`config.mk`:
```
export PLATFORM = sky130hd
export DESIGN_NAME = voc_output_ctrl
export DESIGN_NICKNAME = d
export VERILOG_FILES = /design/src/pkg/voc_pkg.sv /design/src/voc_sync_gen.sv /design/src/voc_output_ctrl.sv
export SDC_FILE = /design/constraint.sdc
export NUM_CORES = 1
export LEC_CHECK = 0
export BUFFER_PORTS_ARGS = -buffer_cell sky130_fd_sc_hd__buf_2
export CAP_MARGIN = 20
export CELL_PAD_IN_SITES_DETAIL_PLACEMENT = 0
export CELL_PAD_IN_SITES_GLOBAL_PLACEMENT = 1
export CORE_UTILIZATION = 35
export CTS_BUF_LIST = sky130_fd_sc_hd__clkbuf_4 sky130_fd_sc_hd__clkbuf_8
export DETAILED_ROUTE_END_ITERATION = 8
export PLACE_DENSITY = 0.81
export RECOVER_POWER = 100
export SYNTH_ARGS = -nofsm -noshare
export SYNTH_HDL_FRONTEND = slang
export SYNTH_HIERARCHICAL = 1
export SYNTH_SLANG_ARGS = --single-unit
```
`constraint.sdc`:
```
create_clock -name clk_i -period 4.35 [get_ports clk_i]
set_clock_uncertainty 0.2 [all_clocks]
set_input_delay 0.87 -clock clk_i [delete_from_list [all_inputs] [get_ports clk_i]]
set_output_delay 0.87 -clock clk_i [all_outputs]
set_load 0.05 [all_outputs]
```
`src/pkg/voc_pkg.sv`:
```
// package for the video output-control register bank
// assumes a classic wishbone slave with 32-bit data, one word per register
package voc_pkg;
	// printed offsets are not multiples of four: index, byte addr = 4*index
	localparam logic [7:0] OFMT2_IDX   = 8'h29;
	localparam logic [7:0] SWIDTH_IDX  = 8'h2A;
	localparam logic [7:0] ODIS_IDX    = 8'h2B;
	localparam logic [7:0] PWR_IDX     = 8'h2C;
	localparam logic [7:0] MISC_IDX    = 8'h30;
	localparam logic [7:0] STAT_IDX    = 8'h31;
	// reset values
	localparam logic [7:0] OFMT2_RST   = 8'h00;
	localparam logic [7:0] SWIDTH_RST  = 8'h10;
	localparam logic [7:0] ODIS_RST    = 8'hFF;
	localparam logic [7:0] PWR_RST     = 8'h00;
	localparam logic [7:0] MISC_RST    = 8'h00;
	// output_format_two fields
	localparam int CLK_EDGE_BIT  = 0;
	localparam int FIELD_POL_BIT = 1;
	localparam int BLANK_BIT     = 2;
	localparam int SYNC_POL_BIT  = 3;
	localparam int ANCHOR_BIT    = 4;
	localparam int XDIV_BIT      = 5;
	localparam int XEN_BIT       = 6;
	// output_drive_disable fields
	localparam int DIS_SYNC_BIT  = 3;
	localparam int DIS_PCLK_BIT  = 4;
	localparam int DIS_NPCLK_BIT = 5;
	localparam int DIS_DV_BIT    = 6;
	localparam int DIS_FIELD_BIT = 7;
	// misc register: lock edge of input sync, yuv blank levels
	localparam int LOCK_LEAD_BIT = 0;
	localparam int YUV_BIT       = 1;
	// blanking levels
	localparam logic [7:0] BLANK_LUMA   = 8'h00;
	localparam logic [7:0] BLANK_CHROMA = 8'h80;
	localparam logic [31:0] BUS_ZERO    = 32'h0000_0000;
endpackage

```
`src/voc_sync_gen.sv`:
```
// aligned line sync pulse generator, counts pixel-clock cycles
// assumes pix_en_i marks one pixel per clk_i cycle when high
module voc_sync_gen
	import voc_pkg::*;
(
	input  wire logic       clk_i,
	input  wire logic       rst_i,
	input  wire logic       pix_en_i,
	input  wire logic       anchor_i,
	input  wire logic       lock_lead_i,
	input  wire logic [7:0] width_i,
	input  wire logic       sync_s_i,
	output logic            pulse_o
);
	logic       sync_d_r;
	logic       sync_d_nxt;
	logic [7:0] cnt_r;
	logic [7:0] cnt_nxt;
	logic [7:0] wid_r;
	logic [7:0] wid_nxt;
	logic       pulse_nxt;
	logic       lock_ev;
	logic       lead_ev;

	// lead event: start of input pulse (input sync taken active high)
	always_comb begin
		lead_ev    = sync_s_i & ~sync_d_r;
		lock_ev    = lock_lead_i ? lead_ev : (~sync_s_i & sync_d_r);
		sync_d_nxt = sync_s_i;
		cnt_nxt    = cnt_r;
		wid_nxt    = wid_r;
		pulse_nxt  = pulse_o;
		if (pix_en_i && cnt_r != 8'h00) begin
			cnt_nxt = cnt_r - 8'h01; // width in pixel cycles
			if (cnt_r == 8'h01) begin
				pulse_nxt = anchor_i ? 1'b0 : 1'b0;
			end
		end
		if (lock_ev) begin
			wid_nxt = width_i; // new width latched per line
			if (!anchor_i) begin
				// leading edge on lock edge, trailing after width
				pulse_nxt = (width_i != 8'h00);
				cnt_nxt   = width_i;
			end else begin
				// trailing edge on lock edge
				pulse_nxt = 1'b0;
				cnt_nxt   = 8'h00;
			end
		end else if (anchor_i && lead_ev && wid_r != 8'h00) begin
			// limitation: leading edge is the input's lead edge, so the
			// pulse cannot start earlier than the input pulse itself
			pulse_nxt = 1'b1;
		end
	end

	always_ff @(posedge clk_i) begin
		if (rst_i) begin
			sync_d_r <= 1'b0;
			cnt_r    <= 8'h00;
			wid_r    <= SWIDTH_RST;
			pulse_o  <= 1'b0;
		end else begin
			sync_d_r <= sync_d_nxt;
			cnt_r    <= cnt_nxt;
			wid_r    <= wid_nxt;
			pulse_o  <= pulse_nxt;
		end
	end

	lead_start_a: assert property (@(posedge clk_i) disable iff (rst_i)
		(lock_ev && !anchor_i && width_i != 8'h00) |=> pulse_o)
		else $error("sync pulse did not start at lock edge");
	trail_end_a: assert property (@(posedge clk_i) disable iff (rst_i)
		(lock_ev && anchor_i) |=> !pulse_o)
		else $error("sync pulse did not end at lock edge");
endmodule

```
`src/voc_output_ctrl.sv`:
```
// output-control register bank with wishbone slave and output stage
// assumes pixel data and syncs arrive synchronous to clk_i except pins
module voc_output_ctrl
	import voc_pkg::*;
(
	input  wire logic        clk_i,
	input  wire logic        rst_i,
	// wishbone classic slave
	input  wire logic        cyc_i,
	input  wire logic        stb_i,
	input  wire logic        we_i,
	input  wire logic [9:0]  adr_i,
	input  wire logic [3:0]  sel_i,
	input  wire logic [31:0] dat_i,
	output logic [31:0]      dat_o,
	output logic             ack_o,
	// sample path, same clock
	input  wire logic        pix_en_i,
	input  wire logic [7:0]  red_i,
	input  wire logic [7:0]  green_i,
	input  wire logic [7:0]  blue_i,
	input  wire logic        data_valid_i,
	input  wire logic        field_even_i,
	input  wire logic        protect_det_i,
	input  wire logic        raw_line_sync_i,
	input  wire logic        raw_frame_sync_i,
	// pins from outside the clock domain
	input  wire logic        line_sync_input_i,
	input  wire logic        crystal_clk_i,
	// pixel outputs with enables (high = driving)
	output logic [7:0]       red_o,
	output logic [7:0]       green_o,
	output logic [7:0]       blue_o,
	output logic [2:0]       color_oe_o,
	output logic             data_valid_out_o,
	output logic             data_valid_oe_o,
	output logic             field_out_o,
	output logic             field_oe_o,
	output logic             aligned_line_sync_out_o,
	output logic             raw_line_sync_out_o,
	output logic             raw_frame_sync_out_o,
	output logic             sync_oe_o,
	output logic             pixel_clock_out_o,
	output logic             pixel_clock_oe_o,
	output logic             inverted_pixel_clock_out_o,
	output logic             inverted_pixel_clock_oe_o,
	output logic             crystal_clock_out_o,
	// power-down controls
	output logic [2:0]       adc_power_down_o,
	output logic             pll_power_down_o,
	// data launch edge select for the output pad flops
	output logic             launch_rising_o
);
	logic [7:0]  ofmt_r;
	logic [7:0]  ofmt_nxt;
	logic [7:0]  width_r;
	logic [7:0]  width_nxt;
	logic [7:0]  odis_r;
	logic [7:0]  odis_nxt;
	logic [7:0]  pwr_r;
	logic [7:0]  pwr_nxt;
	logic [7:0]  misc_r;
	logic [7:0]  misc_nxt;
	logic        ack_nxt;
	logic [31:0] dat_nxt;
	logic        hit;
	logic        wr_lane;
	logic        sync_s1_r;
	logic        sync_s2_r;

	// word index from byte address; low two bits ignored
	function automatic logic [7:0] reg_index(input logic [9:0] a);
		reg_index = a[9:2];
	endfunction

	// bus decode and register writes; single-cycle ack, then ack drops
	always_comb begin
		hit       = cyc_i & stb_i & ~ack_o;
		wr_lane   = hit & we_i & sel_i[0];
		ofmt_nxt  = ofmt_r;
		width_nxt = width_r;
		odis_nxt  = odis_r;
		pwr_nxt   = pwr_r;
		misc_nxt  = misc_r;
		ack_nxt   = hit;
		dat_nxt   = BUS_ZERO;
		if (wr_lane) begin
			case (reg_index(adr_i))
				OFMT2_IDX:  ofmt_nxt  = {1'b0, dat_i[6:0]};
				SWIDTH_IDX: width_nxt = dat_i[7:0];
				ODIS_IDX:   odis_nxt  = dat_i[7:0];
				PWR_IDX:    pwr_nxt   = {4'h0, dat_i[3:0]};
				MISC_IDX:   misc_nxt  = {6'h00, dat_i[1:0]};
				default:    ;
			endcase
		end
		if (hit && !we_i) begin
			// reads only return state; unmapped reads give zero
			case (reg_index(adr_i))
				OFMT2_IDX:  dat_nxt = {24'h000000, ofmt_r};
				SWIDTH_IDX: dat_nxt = {24'h000000, width_r};
				ODIS_IDX:   dat_nxt = {24'h000000, odis_r};
				PWR_IDX:    dat_nxt = {24'h000000, pwr_r};
				MISC_IDX:   dat_nxt = {24'h000000, misc_r};
				STAT_IDX:   dat_nxt = {30'h0, sync_s2_r, protect_det_i};
				default:    dat_nxt = BUS_ZERO;
			endcase
		end
	end

	// register state; reset values match the power-up state
	always_ff @(posedge clk_i) begin
		if (rst_i) begin
			ofmt_r  <= OFMT2_RST;
			width_r <= SWIDTH_RST;
			odis_r  <= ODIS_RST;
			pwr_r   <= PWR_RST;
			misc_r  <= MISC_RST;
			ack_o   <= 1'b0;
			dat_o   <= BUS_ZERO;
		end else begin
			ofmt_r  <= ofmt_nxt;
			width_r <= width_nxt;
			odis_r  <= odis_nxt;
			pwr_r   <= pwr_nxt;
			misc_r  <= misc_nxt;
			ack_o   <= ack_nxt;
			dat_o   <= dat_nxt;
		end
	end

	// pin synchronisers: the first stage feeds only the second
	logic xtal_s1_r;
	logic xtal_s2_r;
	logic xtal_d_r;
	logic xdiv_r;
	logic xdiv_nxt;
	logic xtal_rise;
	always_ff @(posedge clk_i) begin
		if (rst_i) begin
			sync_s1_r <= 1'b0;
			sync_s2_r <= 1'b0;
			xtal_s1_r <= 1'b0;
			xtal_s2_r <= 1'b0;
			xtal_d_r  <= 1'b0;
			xdiv_r    <= 1'b0;
		end else begin
			sync_s1_r <= line_sync_input_i;
			sync_s2_r <= sync_s1_r;
			xtal_s1_r <= crystal_clk_i;
			xtal_s2_r <= xtal_s1_r;
			xtal_d_r  <= xtal_s2_r;
			xdiv_r    <= xdiv_nxt;
		end
	end

	// crystal divide-by-two toggles on each sampled rising edge
	// limitation: sampled crystal must be well below half of clk_i
	always_comb begin
		xtal_rise = xtal_s2_r & ~xtal_d_r;
		xdiv_nxt  = xtal_rise ? ~xdiv_r : xdiv_r;
	end

	// aligned sync pulse generator
	logic pulse;
	voc_sync_gen u_sync (
		.clk_i       (clk_i),
		.rst_i       (rst_i),
		.pix_en_i    (pix_en_i),
		.anchor_i    (ofmt_r[ANCHOR_BIT]),
		.lock_lead_i (misc_r[LOCK_LEAD_BIT]),
		.width_i     (width_r),
		.sync_s_i    (sync_s2_r),
		.pulse_o     (pulse)
	);

	// output data stage: blanking, field, syncs registered
	logic       blank;
	logic [7:0] chroma_blank;
	always_comb begin
		blank        = ofmt_r[BLANK_BIT] & protect_det_i;
		chroma_blank = misc_r[YUV_BIT] ? BLANK_CHROMA : BLANK_LUMA;
	end

	always_ff @(posedge clk_i) begin
		if (rst_i) begin
			red_o                   <= 8'h00;
			green_o                 <= 8'h00;
			blue_o                  <= 8'h00;
			data_valid_out_o        <= 1'b0;
			field_out_o             <= 1'b0;
			aligned_line_sync_out_o <= 1'b0;
			raw_line_sync_out_o     <= 1'b0;
			raw_frame_sync_out_o    <= 1'b0;
			crystal_clock_out_o     <= 1'b0;
		end else begin
			// yuv: luma on green, chroma on red and blue
			red_o   <= blank ? chroma_blank : red_i;
			green_o <= blank ? BLANK_LUMA : green_i;
			blue_o  <= blank ? chroma_blank : blue_i;
			data_valid_out_o <= data_valid_i;
			// odd = low by default
			field_out_o <= field_even_i ^ ofmt_r[FIELD_POL_BIT];
			aligned_line_sync_out_o <= pulse ^ ofmt_r[SYNC_POL_BIT];
			raw_line_sync_out_o  <= raw_line_sync_i;
			raw_frame_sync_out_o <= raw_frame_sync_i;
			if (!ofmt_r[XEN_BIT]) begin
				crystal_clock_out_o <= 1'b0;
			end else begin
				crystal_clock_out_o <= ofmt_r[XDIV_BIT] ? xdiv_r : xtal_s2_r;
			end
		end
	end

	// drive enables and pixel clock; pixel clock pads are combinational
	always_comb begin
		color_oe_o                 = ~odis_r[2:0];
		sync_oe_o                  = ~odis_r[DIS_SYNC_BIT];
		pixel_clock_oe_o           = ~odis_r[DIS_PCLK_BIT];
		inverted_pixel_clock_oe_o  = ~odis_r[DIS_NPCLK_BIT];
		data_valid_oe_o            = ~odis_r[DIS_DV_BIT];
		field_oe_o                 = ~odis_r[DIS_FIELD_BIT];
		pixel_clock_out_o          = pix_en_i;
		inverted_pixel_clock_out_o = ~pix_en_i;
		launch_rising_o            = ofmt_r[CLK_EDGE_BIT];
		adc_power_down_o           = pwr_r[2:0];
		pll_power_down_o           = pwr_r[3];
	end

	blank_levels_a: assert property (@(posedge clk_i) disable iff (rst_i)
		(ofmt_r[BLANK_BIT] && protect_det_i) |=> (green_o == 8'h00))
		else $error("blanked luma not zero");
	sync_pol_a: assert property (@(posedge clk_i) disable iff (rst_i)
		1'b1 |=> aligned_line_sync_out_o ==
		($past(pulse) ^ $past(ofmt_r[SYNC_POL_BIT])))
		else $error("aligned sync polarity wrong");
	field_map_a: assert property (@(posedge clk_i) disable iff (rst_i)
		(!field_even_i && !ofmt_r[FIELD_POL_BIT]) |=> !field_out_o)
		else $error("odd field not low");
	xtal_off_a: assert property (@(posedge clk_i) disable iff (rst_i)
		!ofmt_r[XEN_BIT] |=> !crystal_clock_out_o)
		else $error("crystal output not held low");
	drive_dis_a: assert property (@(posedge clk_i) disable iff (rst_i)
		odis_r[DIS_SYNC_BIT] |-> !sync_oe_o && !color_oe_o[0] == odis_r[0]
		)
		else $error("drive enable mismatch");
	reset_dis_a: assert property (@(posedge clk_i)
		$past(rst_i) |-> odis_r == 8'hFF)
		else $error("disable register not 0xFF after reset");
	power_map_a: assert property (@(posedge clk_i) disable iff (rst_i)
		pll_power_down_o == pwr_r[3] && adc_power_down_o == pwr_r[2:0])
		else $error("power-down mapping wrong");
	read_back_a: assert property (@(posedge clk_i) disable iff (rst_i)
		(hit && !we_i && reg_index(adr_i) == SWIDTH_IDX)
		|=> ack_o && dat_o[7:0] == $past(width_r))
		else $error("width readback wrong");
endmodule

```
* Yosys cells after proc, flatten, opt, wreduce, memory -nomap -nowiden
Index checks and enable logic that the tools add are counted.
Cells by class: muxes and demuxes 14, equal/unequal tests 7, reductions and logical operators 20, $add $sub $neg 1, bitwise logic cells 24
Operators with widths (number):
- equality test 8 x 6 -> 1 bit, second input constant | 6
- 2-to-1 mux 8 bit | 6
- case mux 8 bit (6 select lines) | 1
- nonzero test 8 bit | 3
- inverter 1 bit | 13
- AND reduction 2 bit | 6
- AND 1 bit | 8
- equality test 8 x 1 -> 1 bit, second input constant | 1
- subtractor 8 x 1 -> 8 bit, second input constant | 1
- 2-to-1 mux 1 bit | 7
- nonzero test 3 bit | 2
- OR reduction 2 bit | 3
- logical AND 1 bit | 4
- inverter 3 bit | 1
- nonzero test 2 bit | 1
- XOR 1 bit | 2
- zero test 1 bit | 1
Word-level totals: output and inout port bits 78, bits of input ports 83, logic and storage cells 92, register bits 116

* Logic depth before layout (Yosys ltp)
word-level depth 6, gate-level depth with buffers 6, gate-level depth less buffers 6

* By module
The synthesis kept the hierarchy.
By module, submodules not included:
- voc_output_ctrl | cells each 286, instances 1, sequential area each 1481.4 um^2, area each 2896.5 um^2
- voc_sync_gen | cells each 113, instances 1, sequential area each 360.3 um^2, area each 972.2 um^2

* Worst setup path after synthesis
Ideal clock, no wire load.
path type input -> register, start point input adr_i[2], end point register pwr_r[3], cell stages on the path 6, path slack 1.766 ns, data arrival time 2.256 ns, setup time 0.128 ns, path buffers 2, data required time 4.022 ns, cell sequence buf_2 -> or4bb_1 -> or4_1 -> buf_2 -> mux2i_1 -> nor2_1
Between the ends: cells in the longest elaborated chain, start to end 2
RTL lines:
- start, declared | line voc_output_ctrl.sv:12 | input wire logic [9:0] adr_i,
- equality test 8 x 6 -> 1 bit | line voc_output_ctrl.sv:88 | case (reg_index(adr_i))
- AND reduction 2 bit (no line)
- end signal, assigned | line voc_output_ctrl.sv:125 | pwr_r <= pwr_nxt;
- end, declared | line voc_output_ctrl.sv:60 | logic [7:0] pwr_r;
No other way between the ends. A chain may end at the register's enable or synchronous reset.

* Worst setup path in the final report
start point input adr_i[3], end point register pwr_r[1]
The elaborated chain is that of the path after synthesis.

==> flow_summary.yaml <==
critical_path:
  cp-startpoint: "adr_i[3]"
  crit_path_cell_trace: "clkbuf_1 -> or4b_1 -> or4_1 -> mux2i_1 -> nor2_1"
  cp_slowest_cell: "or4b_1"
  reg2reg_slack_ns: 1.95
  start_kind: "input pin"
  crit_end: "pwr_r[1]"
  rr_endpoint: "u_sync/cnt_r[5]"
  worstSetupPathDepth: 5
  timing.rr.start: "sync_s2_r"
  cpPeakStageDelay_ns: 0.68
  cp_num_buf_inv: 1
  worstSetupPathType: "input pin to register"
  crit_family: "simple AND/OR/NAND/NOR gates"
  crit_required_ns: 4.35
  cp_max_fo: 15
  end_kind: "register"
  critPathArrivalTime_ns: 2.76
  ff2ff_path_depth: 4
floorplan:
  die_w_microns: 107
  start_util_pct: 35.8
  fp.coreArea_sq_mm: 0.0108
  die_h_microns: 107
  die-area_sq_mm: 0.0115
  row_count: 38
  io_pins: 161
global_route:
  grt_first_pass_wirelength_microns: 13900
  track_usage_pct: 15.5
  gr-total-overflow: 0
  antenna_found_initial: 0
  first_global_vias: 2880
  grt_max_degree: 30
routing:
  drt_iter0_drc: 138
  post-route-drc-count: 0
  vias: 3146
  dr.pass1.iters: 4
  via_per_inst: 4.89
  routed_wl_microns: 8660
  ant_nets: 0
  routedWlPerCell_microns: 13.5
placed_design:
  pre_cts_slack_ns: 1.45
  place.gp.congestion: 0.816
  port_buffers: 107
  place_hpwl_microns: 6440
power:
  p_clk_share_pct: 31.3
  power_frac_comb_pct: 22.7
  netSwitchingFraction_pct: 31.5
  leakage_uw: 0.00192
  vdd_drop_max_mv: 0.187
  seqPwrFrac_pct: 46.0
  power.switching_uw: 640
  internal_power_uw: 1390
  power_density_mw_per_mm2: 448
sta:
  fin_setup_tns_ns: 0
  slew_viol_final: 0
  max_freq_mhz: 362
  hold_violations: 0
  period_share_pct: 63.5
  setup_violations: 0
  worst_slack_ns: 1.59
  tightest_slew_ns: 1.28
  min_period_ns: 2.76
  grt_setup_unrepaired: "no"
  hold_ws_ns: 0.251
  slew-limit-headroom_pct: 14.7
run:
  max_cap_viol_count: 0
cts:
  holdBufCountCts: 0
  cts_resized: 0
  clk_pin_slew_ns: 0.09
  clock_path_buffers: 2
  cts_buffers: 9
  htree_num_levels: 3
  insertion_delay_ns: 0.35
  cts_sinks: 92
  clock-root-buffer: "clkbuf_8"
  post_cts_buffers: 0
  cts_tree: "built"
synth:
  synth-seq-cells: 92
  synth-edff-count: 0
  ys_async_sr_fraction_pct: 0
  ys_warn_count: 6
  synth_ff_type: "dfxtp_1"
  syn_inst: 399
  syn-cell-area_sq_mm: 0.00387
  synth.distinct_cells: 55
  yosysSeqAreaShare_pct: 47.6
  syn_avg_cell_area_sq_um: 9.70
final_layout:
  drive_gt1_share_pct: 18.1
  ff_latch_area_sq_mm: 0.00184
  multi_input_area_sq_mm: 0.00176
  syn_to_final_growth_pct: 17.2
  nNetsFinal: 584
  diodes: 0
  final.fill_count: 1122
outcome:
  outcome: "complete, no violations"
min_path:
  hold_path.class: "register to register"
[cell families after synthesis]
| logic type | synth area share, % |
|---|---|
| simple gates | 21.1 |
| flops | 47.6 |
| compound gates | 11.3 |
| buf+inv | 8.93 |
| mux | 9.15 |
| xor+xnor | 0.905 |
| fa+ha+maj | 0.970 |
| other cells | 0.0969 |
[cell usage in the layout (no fill, tap or decap), types with 4 or more instances in the layout]
cell      synthesis  layout
a22o_1            5       5
and2_1           22      11
conb_1            1      24
mux2i_1          23      23
o211ai_1          9       9
clkbuf_8          1       9
and2_0            0      11
nor3_1            4       4
nand3b_1          4       4
a21oi_1          18      18
o21ai_0          10      10
nand2_1          24      24
nor2b_1          12      12
nor2_1           43      43
mux2_2           11      11
dfxtp_1          92      92
nor4_1            7       7
xnor2_1           4       4
inv_1            13      13
clkbuf_1         12      57
a22oi_1           5       5
buf_2             4      51
[cell type report]
cell class	count	share of cell area (%)
inverter	14	1.16
clock buffer	9	2.73
multi-input combinational	271	38.8
tap	140	3.86
sequential	92	40.6
timing repair buffer	110	10.7
clock inverter	7	2.12
[cells in the mapped netlist (5+ instances only)]
cell | count | area (sq um)
clkbuf_1 | 12 | 45.0
a21oi_1 | 18 | 90.1
mux2i_1 | 23 | 230
dfxtp_1 | 92 | 1840
nand2_1 | 24 | 90.1
a22o_1 | 5 | 43.8
a22oi_1 | 5 | 37.5
nor4_1 | 7 | 43.8
nor2b_1 | 12 | 75.1
o21ai_0 | 10 | 50.1
buf_4 | 25 | 188
o211ai_1 | 9 | 67.6
inv_1 | 13 | 48.8
and2_1 | 22 | 138
nor2_1 | 43 | 161
mux2_2 | 11 | 124
[layer usage]
metal  GRT usage, %  up-vias  routed length (microns)
met5              0        -                        0
met4           7.63        0                      193
met3           4.92       12                      760
met1           19.0     1473                     3740
met2           24.3      125                     3960
li1               -     1536                        -
[stage by stage]
stage                     total power [uW]  cell area (sq um)  util, %  cells
after global placement                1400               4390     40.7    626
after CTS                             2050               4610     42.7    642
after global routing                  2130               4530     42.0    643
final                                 2030               4530     42.0    643
after detailed placement              1420               4390     40.7    626
after floorplan                       1340               3960        -    422
[worst reg2reg max path: cells and delay by family, from the launching register on]
family             cells  cell delay (ns)
DFF                    1             0.37
and+or+nand+nor        3             1.37
AOI/OAI and AO/OA      1             0.35
[how the worst min path moves through the flow]
stage,from,to,cells past startpoint
floorplan,sync_s1_r,sync_s2_r,1
global placement,xtal_s1_r,xtal_s2_r,1
detailed placement,sync_s1_r,sync_s2_r,1
CTS,sync_s1_r,sync_s2_r,1
global route,xtal_s1_r,xtal_s2_r,1
finish,sync_s1_r,sync_s2_r,1
[power groups by stage]
stage | Combinational [uW] | Clock (uW) | Sequential [uW]
finish | 461 | 635 | 934
floorplan | 352 | 0 | 989
global placement | 455 | 0 | 949
global route | 501 | 690 | 941
detailed placement | 469 | 0 | 952
CTS | 470 | 650 | 933
[sequential cells by signal (all words and copies together) (netlist names), 8 cells and up]
signal / cells
u_sync/cnt_r: 8
green_o: 8
width_r: 8
red_o: 8
odis_r: 8
blue_o: 8
dat_o: 8
u_sync/wid_r: 8
No activity file was read; power rests on OpenSTA's default activity.
